### src/common/dtp_pkg.sv
// constants, field layout and helpers for the dual 8-bit timer pair
// Operation
// - 8-bit mode: two independent interval timers, each with own counter and irq.
// - mode field: 00 two 8-bit timers, 01 cascaded 16-bit, 10 square wave.
// - lo clock: pin, div1, div4, div16; hi clock: lo match, div1, div16, div256.
// - 8-bit mode: hi timer irq once every compare count of its clock.
// - output flop toggles each interval and drives the timer output pin.
// - 8-bit mode: lo or hi match may toggle the output flop.
// - hi clock set to lo match: hi counts one per lo match.
// - 16-bit mode: hi clocked by lo overflow, hi clock select ignored.
// - 16-bit mode: compare_lo low byte, compare_hi high byte of interval.
// - compare_lo write suspends compare; compare_hi write resumes it.
// - 16-bit mode: lo compare neither clears lo counter nor raises irq_lo.
// - 16-bit match: both counters clear, irq_hi, flop toggles if enabled.
// - square wave: toggle when lo counter hits compare_lo and compare_hi.
// - square wave: hi counter unused, hi run bit must still be set.
// - square wave double buffer: buffered compare_lo loads on compare_hi match.
// - flop control 01 presets flop to one, 10 clears it.
// - clearing a run bit stops that timer and zeroes its counter.
// - mode bits 1:0 pick lo clock, 01 is div1; bits 3:2 hi clock.
// - 8-bit mode: select bit picks lo or hi match as toggle source.
package dtp_pkg;
   ////////////////////////////////////////////////////////////////////////
   localparam logic [3:0] ADDR_MODE   = 4'h0;
   localparam logic [3:0] ADDR_RUN    = 4'h1;
   localparam logic [3:0] ADDR_CMP_LO = 4'h2;
   localparam logic [3:0] ADDR_CMP_HI = 4'h3;
   localparam logic [3:0] ADDR_FFCTRL = 4'h4;
   localparam logic [3:0] ADDR_CNT_LO = 4'h5;
   localparam logic [3:0] ADDR_CNT_HI = 4'h6;
   ////////////////////////////////////////////////////////////////////////
   localparam int MODE_LSB     = 6;
   localparam int HI_CLK_LSB   = 2;
   localparam int LO_CLK_LSB   = 0;
   localparam int RUN_LO_BIT   = 0;
   localparam int RUN_HI_BIT   = 1;
   localparam int RUN_PRE_BIT  = 2;
   localparam int RUN_DBUF_BIT = 7;
   localparam int FF_CMD_LSB   = 2;
   localparam int FF_INV_BIT   = 1;
   localparam int FF_SEL_BIT   = 0;
   ////////////////////////////////////////////////////////////////////////
   localparam logic [1:0] MODE_8BIT  = 2'h0;
   localparam logic [1:0] MODE_16BIT = 2'h1;
   localparam logic [1:0] MODE_PPG   = 2'h2;
   localparam logic [1:0] CLK_SEL_0  = 2'h0;
   localparam logic [1:0] CLK_SEL_1  = 2'h1;
   localparam logic [1:0] CLK_SEL_2  = 2'h2;
   localparam logic [1:0] FF_INVERT  = 2'h0;
   localparam logic [1:0] FF_SET     = 2'h1;
   localparam logic [1:0] FF_CLEAR   = 2'h2;
   localparam logic [1:0] FF_CMD_RD  = 2'h3;
   ////////////////////////////////////////////////////////////////////////
   localparam logic [7:0] MODE_RST = 8'h00;
   localparam logic [7:0] RUN_RST  = 8'h00;
   localparam logic [7:0] CMP_RST  = 8'h00;
   localparam logic [7:0] CNT_RST  = 8'h00;
   ////////////////////////////////////////////////////////////////////////
   // tap periods in sys clocks: 4, 16, 64, 1024
   localparam int         PRE_W     = 10;
   localparam logic [9:0] TAP1_MSK  = 10'h003;
   localparam logic [9:0] TAP4_MSK  = 10'h00f;
   localparam logic [9:0] TAP16_MSK = 10'h03f;
   localparam logic [9:0] TAP256_MSK = 10'h3ff;

   function automatic logic tap_hit(input logic [9:0] cnt,
                                    input logic [9:0] msk);
      tap_hit = ((cnt & msk) == msk);
   endfunction
endpackage

### src/verilog/dtp_top.sv
// dual 8-bit timer pair with cascade and square wave output
`timescale 1ns/1ps
module dtp_top
(
   input  wire logic       sys_clk_in,
   input  wire logic       rst_n_in,
   input  wire logic [3:0] addr_in,
   input  wire logic [7:0] wdata_in,
   input  wire logic       wr_in,
   input  wire logic       rd_in,
   input  wire logic       ext_count_pin_in,
   output logic      [7:0] rdata_out,
   output logic            timer_out_pin_out,
   output logic            irq_lo_out,
   output logic            irq_hi_out
);
   typedef struct packed
   {
      logic [7:0] mode;
      logic [7:0] run;
      logic [7:0] cmp_lo;
      logic [7:0] cmp_lo_buf;
      logic [7:0] cmp_hi;
      logic       ff_inv;
      logic       ff_sel;
      logic       cmp_susp;
      logic [7:0] cnt_lo;
      logic [7:0] cnt_hi;
      logic       out_flop;
      logic       irq_lo;
      logic       irq_hi;
      logic [7:0] rdata;
   } dtp_state_t;

   dtp_state_t state_ff;
   dtp_state_t nxt_state;

   logic tap_div1;
   logic tap_div4;
   logic tap_div16;
   logic tap_div256;
   logic ext_rise;

   ////////////////////////////////////////////////////////////////////////
   dtp_prescaler u_pre
   (
      .sys_clk_in     (sys_clk_in),
      .rst_n_in       (rst_n_in),
      .run_in         (state_ff.run[dtp_pkg::RUN_PRE_BIT]),
      .tap_div1_out   (tap_div1),
      .tap_div4_out   (tap_div4),
      .tap_div16_out  (tap_div16),
      .tap_div256_out (tap_div256)
   );

   dtp_pin_sync u_sync
   (
      .sys_clk_in (sys_clk_in),
      .rst_n_in   (rst_n_in),
      .pin_in     (ext_count_pin_in),
      .rise_out   (ext_rise)
   );

   ////////////////////////////////////////////////////////////////////////
   logic [1:0] mode_f;
   logic [1:0] lo_sel;
   logic [1:0] hi_sel;
   logic       lo_run;
   logic       hi_run;
   logic       dbuf_en;
   logic       lo_tick;
   logic       hi_tick;
   logic       lo_step;
   logic [7:0] lo_inc;
   logic [7:0] hi_inc;
   logic       lo_eq;
   logic       lo_match8;
   logic       hi_step8;
   logic       hi_match8;
   logic       carry16;
   logic [7:0] hi_after;
   logic       match16;
   logic       ppg_step;
   logic       ppg_lo_eq;
   logic       ppg_hi_eq;
   logic       wr_ff_ctrl;
   logic [1:0] ff_cmd;

   assign mode_f  = state_ff.mode[dtp_pkg::MODE_LSB +: 2];
   assign lo_sel  = state_ff.mode[dtp_pkg::LO_CLK_LSB +: 2];
   assign hi_sel  = state_ff.mode[dtp_pkg::HI_CLK_LSB +: 2];
   assign lo_run  = state_ff.run[dtp_pkg::RUN_LO_BIT];
   assign hi_run  = state_ff.run[dtp_pkg::RUN_HI_BIT];
   assign dbuf_en = state_ff.run[dtp_pkg::RUN_DBUF_BIT];

   // lo clock: pin, div1, div4, div16
   assign lo_tick = (lo_sel == dtp_pkg::CLK_SEL_0) ? ext_rise :
                    (lo_sel == dtp_pkg::CLK_SEL_1) ? tap_div1 :
                    (lo_sel == dtp_pkg::CLK_SEL_2) ? tap_div4 : tap_div16;
   assign lo_step = lo_run & lo_tick;
   assign lo_inc  = state_ff.cnt_lo + 8'h01;
   assign hi_inc  = state_ff.cnt_hi + 8'h01;
   // a suspended compare masks every match until compare_hi is written
   assign lo_eq   = (lo_inc == state_ff.cmp_lo) & ~state_ff.cmp_susp;

   // 8-bit mode; compare value zero gives a 256 count period
   assign lo_match8 = (mode_f == dtp_pkg::MODE_8BIT) & lo_step & lo_eq;
   // hi clock: lo match, div1, div16, div256
   assign hi_tick = (hi_sel == dtp_pkg::CLK_SEL_0) ? lo_match8 :
                    (hi_sel == dtp_pkg::CLK_SEL_1) ? tap_div1 :
                    (hi_sel == dtp_pkg::CLK_SEL_2) ? tap_div16 : tap_div256;
   assign hi_step8  = (mode_f == dtp_pkg::MODE_8BIT) & hi_run & hi_tick;
   assign hi_match8 = hi_step8 & (hi_inc == state_ff.cmp_hi)
                      & ~state_ff.cmp_susp;

   // 16-bit mode: hi steps on lo overflow only
   assign carry16  = (mode_f == dtp_pkg::MODE_16BIT) & lo_step
                     & (state_ff.cnt_lo == 8'hff) & hi_run;
   assign hi_after = carry16 ? hi_inc : state_ff.cnt_hi;
   assign match16  = (mode_f == dtp_pkg::MODE_16BIT) & lo_step & hi_run
                     & lo_eq & ~state_ff.cmp_susp
                     & (hi_after == state_ff.cmp_hi);

   // square wave mode needs both run bits
   assign ppg_step  = (mode_f == dtp_pkg::MODE_PPG) & lo_step & hi_run;
   assign ppg_lo_eq = ppg_step & lo_eq;
   assign ppg_hi_eq = ppg_step & (lo_inc == state_ff.cmp_hi)
                      & ~state_ff.cmp_susp;

   assign wr_ff_ctrl = wr_in & (addr_in == dtp_pkg::ADDR_FFCTRL);
   assign ff_cmd     = wdata_in[dtp_pkg::FF_CMD_LSB +: 2];

   ////////////////////////////////////////////////////////////////////////
   always_comb
   begin
      nxt_state        = state_ff;
      nxt_state.irq_lo = 1'b0;
      nxt_state.irq_hi = 1'b0;
      nxt_state.rdata  = 8'h00;

      unique case (mode_f)
         dtp_pkg::MODE_8BIT:
         begin
            if (lo_step)
               nxt_state.cnt_lo = lo_match8 ? 8'h00 : lo_inc;
            if (hi_step8)
               nxt_state.cnt_hi = hi_match8 ? 8'h00 : hi_inc;
            nxt_state.irq_lo = lo_match8;
            nxt_state.irq_hi = hi_match8;
            if (state_ff.ff_inv &
                (state_ff.ff_sel ? hi_match8 : lo_match8))
               nxt_state.out_flop = ~state_ff.out_flop;
         end
         dtp_pkg::MODE_16BIT:
         begin
            // lo compare alone neither clears nor interrupts
            if (lo_step)
               nxt_state.cnt_lo = lo_inc;
            if (carry16)
               nxt_state.cnt_hi = hi_inc;
            if (match16)
            begin
               nxt_state.cnt_lo = 8'h00;
               nxt_state.cnt_hi = 8'h00;
               nxt_state.irq_hi = 1'b1;
               if (state_ff.ff_inv)
                  nxt_state.out_flop = ~state_ff.out_flop;
            end
         end
         dtp_pkg::MODE_PPG:
         begin
            if (ppg_step)
               nxt_state.cnt_lo = ppg_hi_eq ? 8'h00 : lo_inc;
            if (state_ff.ff_inv & (ppg_lo_eq ^ ppg_hi_eq))
               nxt_state.out_flop = ~state_ff.out_flop;
            if (ppg_hi_eq & dbuf_en)
               nxt_state.cmp_lo = state_ff.cmp_lo_buf;
         end
         default:
         begin
            // reserved mode code: nothing counts
            nxt_state.cnt_lo = state_ff.cnt_lo;
         end
      endcase

      if (!lo_run)
         nxt_state.cnt_lo = 8'h00;
      if (!hi_run)
         nxt_state.cnt_hi = 8'h00;

      ////////////////////////////////////////////////////////////////////
      if (wr_in)
      begin
         unique case (addr_in)
            dtp_pkg::ADDR_MODE:
               nxt_state.mode = wdata_in;
            dtp_pkg::ADDR_RUN:
               nxt_state.run = wdata_in;
            dtp_pkg::ADDR_CMP_LO:
            begin
               nxt_state.cmp_susp   = 1'b1;
               nxt_state.cmp_lo_buf = wdata_in;
               // in square wave mode with buffering the active value waits for compare_hi match
               if (!(dbuf_en & (mode_f == dtp_pkg::MODE_PPG)))
                  nxt_state.cmp_lo = wdata_in;
            end
            dtp_pkg::ADDR_CMP_HI:
            begin
               nxt_state.cmp_hi   = wdata_in;
               nxt_state.cmp_susp = 1'b0;
            end
            dtp_pkg::ADDR_FFCTRL:
            begin
               nxt_state.ff_inv = wdata_in[dtp_pkg::FF_INV_BIT];
               nxt_state.ff_sel = wdata_in[dtp_pkg::FF_SEL_BIT];
               // software preset wins over a same-cycle hardware toggle
               unique case (ff_cmd)
                  dtp_pkg::FF_INVERT:
                     nxt_state.out_flop = ~state_ff.out_flop;
                  dtp_pkg::FF_SET:
                     nxt_state.out_flop = 1'b1;
                  dtp_pkg::FF_CLEAR:
                     nxt_state.out_flop = 1'b0;
                  dtp_pkg::FF_CMD_RD:
                     nxt_state.out_flop = nxt_state.out_flop;
               endcase
            end
            default:
               nxt_state.rdata = 8'h00;
         endcase
      end

      if (rd_in)
      begin
         unique case (addr_in)
            dtp_pkg::ADDR_MODE:   nxt_state.rdata = state_ff.mode;
            dtp_pkg::ADDR_RUN:    nxt_state.rdata = state_ff.run;
            dtp_pkg::ADDR_CMP_LO: nxt_state.rdata = state_ff.cmp_lo;
            dtp_pkg::ADDR_CMP_HI: nxt_state.rdata = state_ff.cmp_hi;
            dtp_pkg::ADDR_FFCTRL:
               nxt_state.rdata = {4'h0, dtp_pkg::FF_CMD_RD,
                                  state_ff.ff_inv, state_ff.ff_sel};
            dtp_pkg::ADDR_CNT_LO: nxt_state.rdata = state_ff.cnt_lo;
            dtp_pkg::ADDR_CNT_HI: nxt_state.rdata = state_ff.cnt_hi;
            default:              nxt_state.rdata = 8'h00;
         endcase
      end
   end

   always_ff @(posedge sys_clk_in or negedge rst_n_in)
   begin
      if (!rst_n_in)
      begin
         state_ff            <= '0;
         state_ff.mode       <= dtp_pkg::MODE_RST;
         state_ff.run        <= dtp_pkg::RUN_RST;
         state_ff.cmp_lo     <= dtp_pkg::CMP_RST;
         state_ff.cmp_lo_buf <= dtp_pkg::CMP_RST;
         state_ff.cmp_hi     <= dtp_pkg::CMP_RST;
         state_ff.cnt_lo     <= dtp_pkg::CNT_RST;
         state_ff.cnt_hi     <= dtp_pkg::CNT_RST;
      end
      else
         state_ff <= nxt_state;
   end

   assign rdata_out         = state_ff.rdata;
   assign timer_out_pin_out = state_ff.out_flop;
   assign irq_lo_out        = state_ff.irq_lo;
   assign irq_hi_out        = state_ff.irq_hi;
endmodule

### src/verilog/dtp_prescaler.sv
// prescaler, counting while its run bit is set, producing the four tap pulses
`timescale 1ns/1ps
module dtp_prescaler
(
   input  wire logic sys_clk_in,
   input  wire logic rst_n_in,
   input  wire logic run_in,
   output logic      tap_div1_out,
   output logic      tap_div4_out,
   output logic      tap_div16_out,
   output logic      tap_div256_out
);
   typedef struct packed
   {
      logic [9:0] cnt;
      logic [3:0] taps;
   } dtp_pre_t;

   dtp_pre_t state_ff;
   dtp_pre_t nxt_state;

   always_comb
   begin
      nxt_state      = state_ff;
      nxt_state.taps = 4'h0;
      if (run_in)
      begin
         nxt_state.cnt  = state_ff.cnt + 10'h001;
         nxt_state.taps = {dtp_pkg::tap_hit(state_ff.cnt, dtp_pkg::TAP256_MSK),
                           dtp_pkg::tap_hit(state_ff.cnt, dtp_pkg::TAP16_MSK),
                           dtp_pkg::tap_hit(state_ff.cnt, dtp_pkg::TAP4_MSK),
                           dtp_pkg::tap_hit(state_ff.cnt, dtp_pkg::TAP1_MSK)};
      end
      else
         nxt_state.cnt = 10'h000;
   end

   always_ff @(posedge sys_clk_in or negedge rst_n_in)
   begin
      if (!rst_n_in)
         state_ff <= '0;
      else
         state_ff <= nxt_state;
   end

   assign tap_div1_out   = state_ff.taps[0];
   assign tap_div4_out   = state_ff.taps[1];
   assign tap_div16_out  = state_ff.taps[2];
   assign tap_div256_out = state_ff.taps[3];
endmodule

### src/verilog/dtp_pin_sync.sv
// three-flop synchroniser with rising edge pulse for the count pin
`timescale 1ns/1ps
module dtp_pin_sync
(
   input  wire logic sys_clk_in,
   input  wire logic rst_n_in,
   input  wire logic pin_in,
   output logic      rise_out
);
   typedef struct packed
   {
      logic s1;
      logic s2;
      logic s3;
      logic level;
      logic rise;
   } dtp_sync_t;

   dtp_sync_t state_ff;
   dtp_sync_t nxt_state;

   always_comb
   begin
      nxt_state      = state_ff;
      nxt_state.s1   = pin_in;
      nxt_state.s2   = state_ff.s1;
      nxt_state.s3   = state_ff.s2;
      nxt_state.rise = 1'b0;
      // only a level seen by two flops in a row counts
      if (state_ff.s2 == state_ff.s3)
      begin
         nxt_state.level = state_ff.s3;
         nxt_state.rise  = state_ff.s3 & ~state_ff.level;
      end
   end

   always_ff @(posedge sys_clk_in or negedge rst_n_in)
   begin
      if (!rst_n_in)
         state_ff <= '0;
      else
         state_ff <= nxt_state;
   end

   assign rise_out = state_ff.rise;
endmodule

### config.mk
export PLATFORM = sky130hd
export DESIGN_NAME = dtp_top
export DESIGN_NICKNAME = d
export VERILOG_FILES = /design/src/common/dtp_pkg.sv /design/src/verilog/dtp_top.sv /design/src/verilog/dtp_prescaler.sv /design/src/verilog/dtp_pin_sync.sv
export SDC_FILE = /design/constraint.sdc
export NUM_CORES = 1
export LEC_CHECK = 0
export ABC_AREA = 1
export BUFFER_PORTS_ARGS = -buffer_cell sky130_fd_sc_hd__buf_4
export CAP_MARGIN = 15
export CORE_MARGIN = 1.5
export CORE_UTILIZATION = 55
export DETAILED_ROUTE_END_ITERATION = 8
export GPL_ROUTABILITY_DRIVEN = 0
export PLACE_DENSITY = 0.7
export SLEW_MARGIN = 15
export SYNTH_ARGS = -nofsm -noshare
export SYNTH_HDL_FRONTEND = slang
export SYNTH_HIERARCHICAL = 1
export SYNTH_SLANG_ARGS = --single-unit
### constraint.sdc
create_clock -name sys_clk_in -period 4.78 [get_ports sys_clk_in]
set_clock_uncertainty 0.2 [all_clocks]
set_input_delay 0.717 -clock sys_clk_in [delete_from_list [all_inputs] [get_ports sys_clk_in]]
set_output_delay 0.717 -clock sys_clk_in [all_outputs]
set_load 0.03 [all_outputs]
==> results.cfg <==
[clock_tree]
cts_made_buffers = 9
post_cts_resized = 0
htree_levels = 3
postCtsSetupRepairBufs = 0
cts_tree = built
clock_sinks = 89
clkLatencyLatePin_ps = 380
cts-hold-fix-buffers = 0
clock_path_buffers = 2
cts_root_buffer = clkbuf_8
clk_pin_slew_ps = 100

[run_status]
status = finished clean

[sta]
finalHoldWorstSlack_ps = 117.4
setup_viol = 0
rsz0062_at_grt = no
fin_ws_ps = 1628
tns_ps = 0
period_minus_slack_ps = 3152
slew_headroom_pct = 43.88
maxClockFrequency_mhz = 317.2
timing.final.crit_share_pct = 65.95
hold_viol = 0
finalMaxSlewViolations = 0
worst_pin_slew_ps = 838.7

[floorplanning]
pin_count = 28
die_h_microns = 105.6
row_count = 37
die_area_sq_mm = 0.01115
initial_utilization_pct = 56.34
coreArea_sq_mm = 0.01028
die_x_microns = 105.6

[setup_path]
rr_startpoint = mode_f[1]
reg2reg_depth = 16
start_kind = flip-flop
crit_type = reg -> reg
worst_path_max_delay_cell = ha_1
r2r_slack_ps = 1630
timing.rr.end = state_ff[23]
cp_cell_sequence = inv_1 -> ha_1 -> nand2_1 -> inv_2 -> nand4_4 -> nand2_1 -> nand2_1 -> nand2_1 -> nand2_1 -> nand2_2 -> nor2_4 -> nand3_4 -> nand2_4 -> a21oi_4 -> nand4_1 -> nand2_1
slowest_delay_ps = 490
crit_top_cell = nand2_1
cp.arrival_ps = 3270
cp_top_family = simple AND/OR/NAND/NOR gates
crit_buf_inv = 2
cp-end-kind = flip-flop
crit_path_max_fanout = 12
cp.required_ps = 4900

[layout]
layout-drive-gt1-share_pct = 11.48
synthToLayoutAreaGrowth_pct = 8.146
antenna_cells_inserted = 0
nets = 855

[routing]
final_antenna_net_count = 0
remaining_drc_errors = 0
wl_per_cell_microns = 17.48
wl_mm = 16.99
firstDrtPassIters = 5
avgViaCountPerCell = 5.806
drtIter0Drc = 599
num_vias = 5643

[power]
p_comb_share_pct = 29.3
clock_power_share_pct = 26.3
switching_power_mw = 0.8776
max-vdd-ir-drop_mv = 0.2359
power_frac_seq_pct = 44.4
p_leak_nw = 3.096
pwr_density_cell_mw_per_mm2 = 359.3
p_int_mw = 1.372
p_sw_share_pct = 39.01

[placement]
pre_cts_slack_ps = 1687
port_buffers = 27
dp_hpwl_mm = 13.08

[synth]
synth_fp_nets = 837
synth_area_leader_cell = dfrtp_1
synth_area_leaders = dfrtp_1, nand2_1, nand3_1
ys_seq_area_share_pct = 38.46
synth_ff_type = dfrtp_1
synth_cell_types = 49
yosysMostFrequentCell = nand2_1
syn-cell-area_sq_mm = 0.005791
async_flop_share_pct = 100.0
yosys_warnings = 6
synth_edf_count = 0
avgSynthCellArea_sq_um = 7.122
synth_top_area_share_pct = 38.46
ys_ff_latch = 89
syn_inst = 813
synth_common_cells = nand2_1, inv_1, nand3_1

[global_route]
grt_use_total_pct = 32.07
grt_max_degree = 47
grt_overflow = 0
antenna_found_initial = 0
grt_pass1_wl_mm = 27.27
grt_pass1_vias = 5258

[hold_path]
hold_class = in -> async

[run]
drv_cap = 0
[area by class of cell]
type,count,area (sq um)
clock inverters,4,76.32
clock buffers,12,145.1
well taps,136,170.2
inverters,119,452.9
fillers,964,4015
flip-flops and latches,89,2227
multi-input cells,584,2980
repair buffers,28,210.2
[placed cells by master, fill, tap and decap left out, types with 2 or more instances in the layout]
cell	netlist	layout
nand2_1	227	227
inv_1	110	110
nand3_1	96	96
dfrtp_1	89	89
o21ai_0	58	58
nor2_1	55	55
buf_4	10	28
a21oi_1	23	23
nand4_1	17	17
nand2_2	13	13
o22ai_1	11	11
o21ai_1	10	10
clkbuf_8	0	10
nor3_1	8	8
nand3_2	7	7
ha_1	7	7
inv_2	6	6
nor2_4	5	5
nor2_2	4	4
o211ai_1	4	4
xnor2_1	3	3
nand3_4	3	3
nand2_4	3	3
xor2_1	3	3
a2111oi_0	3	3
nor2_8	2	2
or2_2	2	2
a31oi_1	2	2
o21a_1	2	2
o221ai_1	2	2
a41oi_1	2	2
clkbuf_1	5	2
bufinv_16	0	2
[registers in the layout, indices dropped and copies added, names as in the netlist]
register	count
dbuf_en	1
hi_run	1
hi_sel	2
irq_hi_out	1
irq_lo_out	1
lo_run	1
lo_sel	2
mode_f	2
rdata_out	8
state_ff	50
timer_out_pin_out	1
u_pre/state_ff	10
u_pre/tap_div16_out	1
u_pre/tap_div1_out	1
u_pre/tap_div256_out	1
u_pre/tap_div4_out	1
u_sync/nxt_state	2
u_sync/rise_out	1
u_sync/state_ff	2
[per-stage QoR]
stage | instances | total power, mW | instance area (sq um) | utilization (%)
2_1_floorplan | 813 | 1.427 | 5791 | -
3_3_place_gp | 956 | 1.634 | 6041 | 58.78
3_5_place_dp | 956 | 1.648 | 6041 | 58.78
4_1_cts | 972 | 2.233 | 6262 | 60.93
5_1_grt | 972 | 2.362 | 6262 | 60.93
6_report | 972 | 2.250 | 6262 | 60.93
[metal layers]
| metal | wire length, microns | share of wire (%) | vias up | global-route usage, % |
|---|---|---|---|---|
| li1 | - | - | 2680 | - |
| met1 | 7010 | 41 | 2606 | 43.50 |
| met2 | 7575 | 45 | 292 | 49.95 |
| met3 | 1628 | 9.6 | 65 | 5.380 |
| met4 | 774 | 4.6 | 0 | 15.64 |
| met5 | 0 | 0 | - | 0 |
[power groups by stage]
stage          Combinational (mW)  Clock [mW]  Sequential, mW
2_1_floorplan               0.484           0           0.943
4_1_cts                     0.646       0.596           0.991
6_report                    0.659       0.592           0.999
3_3_place_gp                0.631           0            1.00
3_5_place_dp                0.642           0            1.01
5_1_grt                     0.731       0.622            1.01
[worst max-delay path by stage]
stage	startpoint	end	slack, ps	depth (start not counted)
6_report	mode_f[1]	state_ff[23]	1630	16
5_1_grt	mode_f[1]	state_ff[23]	1350	16
4_1_cts	mode_f[1]	state_ff[23]	1670	16
3_5_place_dp	mode_f[1]	state_ff[23]	1690	16
3_3_place_gp	mode_f[1]	state_ff[19]	1780	16
2_1_floorplan	mode_f[1]	state_ff[22]	2310	17
[cells by family after synthesis]
kind of cell             count (synthesis)  share of synthesized area [%]
flip-flops                              89                          38.46
XOR/XNOR                                 6                         0.9077
AO/OA/AOI/OAI                          125                          12.66
buffers and inverters                  140                          10.07
AND/OR/NAND/NOR                        446                          36.39
adder cells (fa/ha/maj)                  7                          1.512
Note: power is estimated with default switching activity, not from simulation.
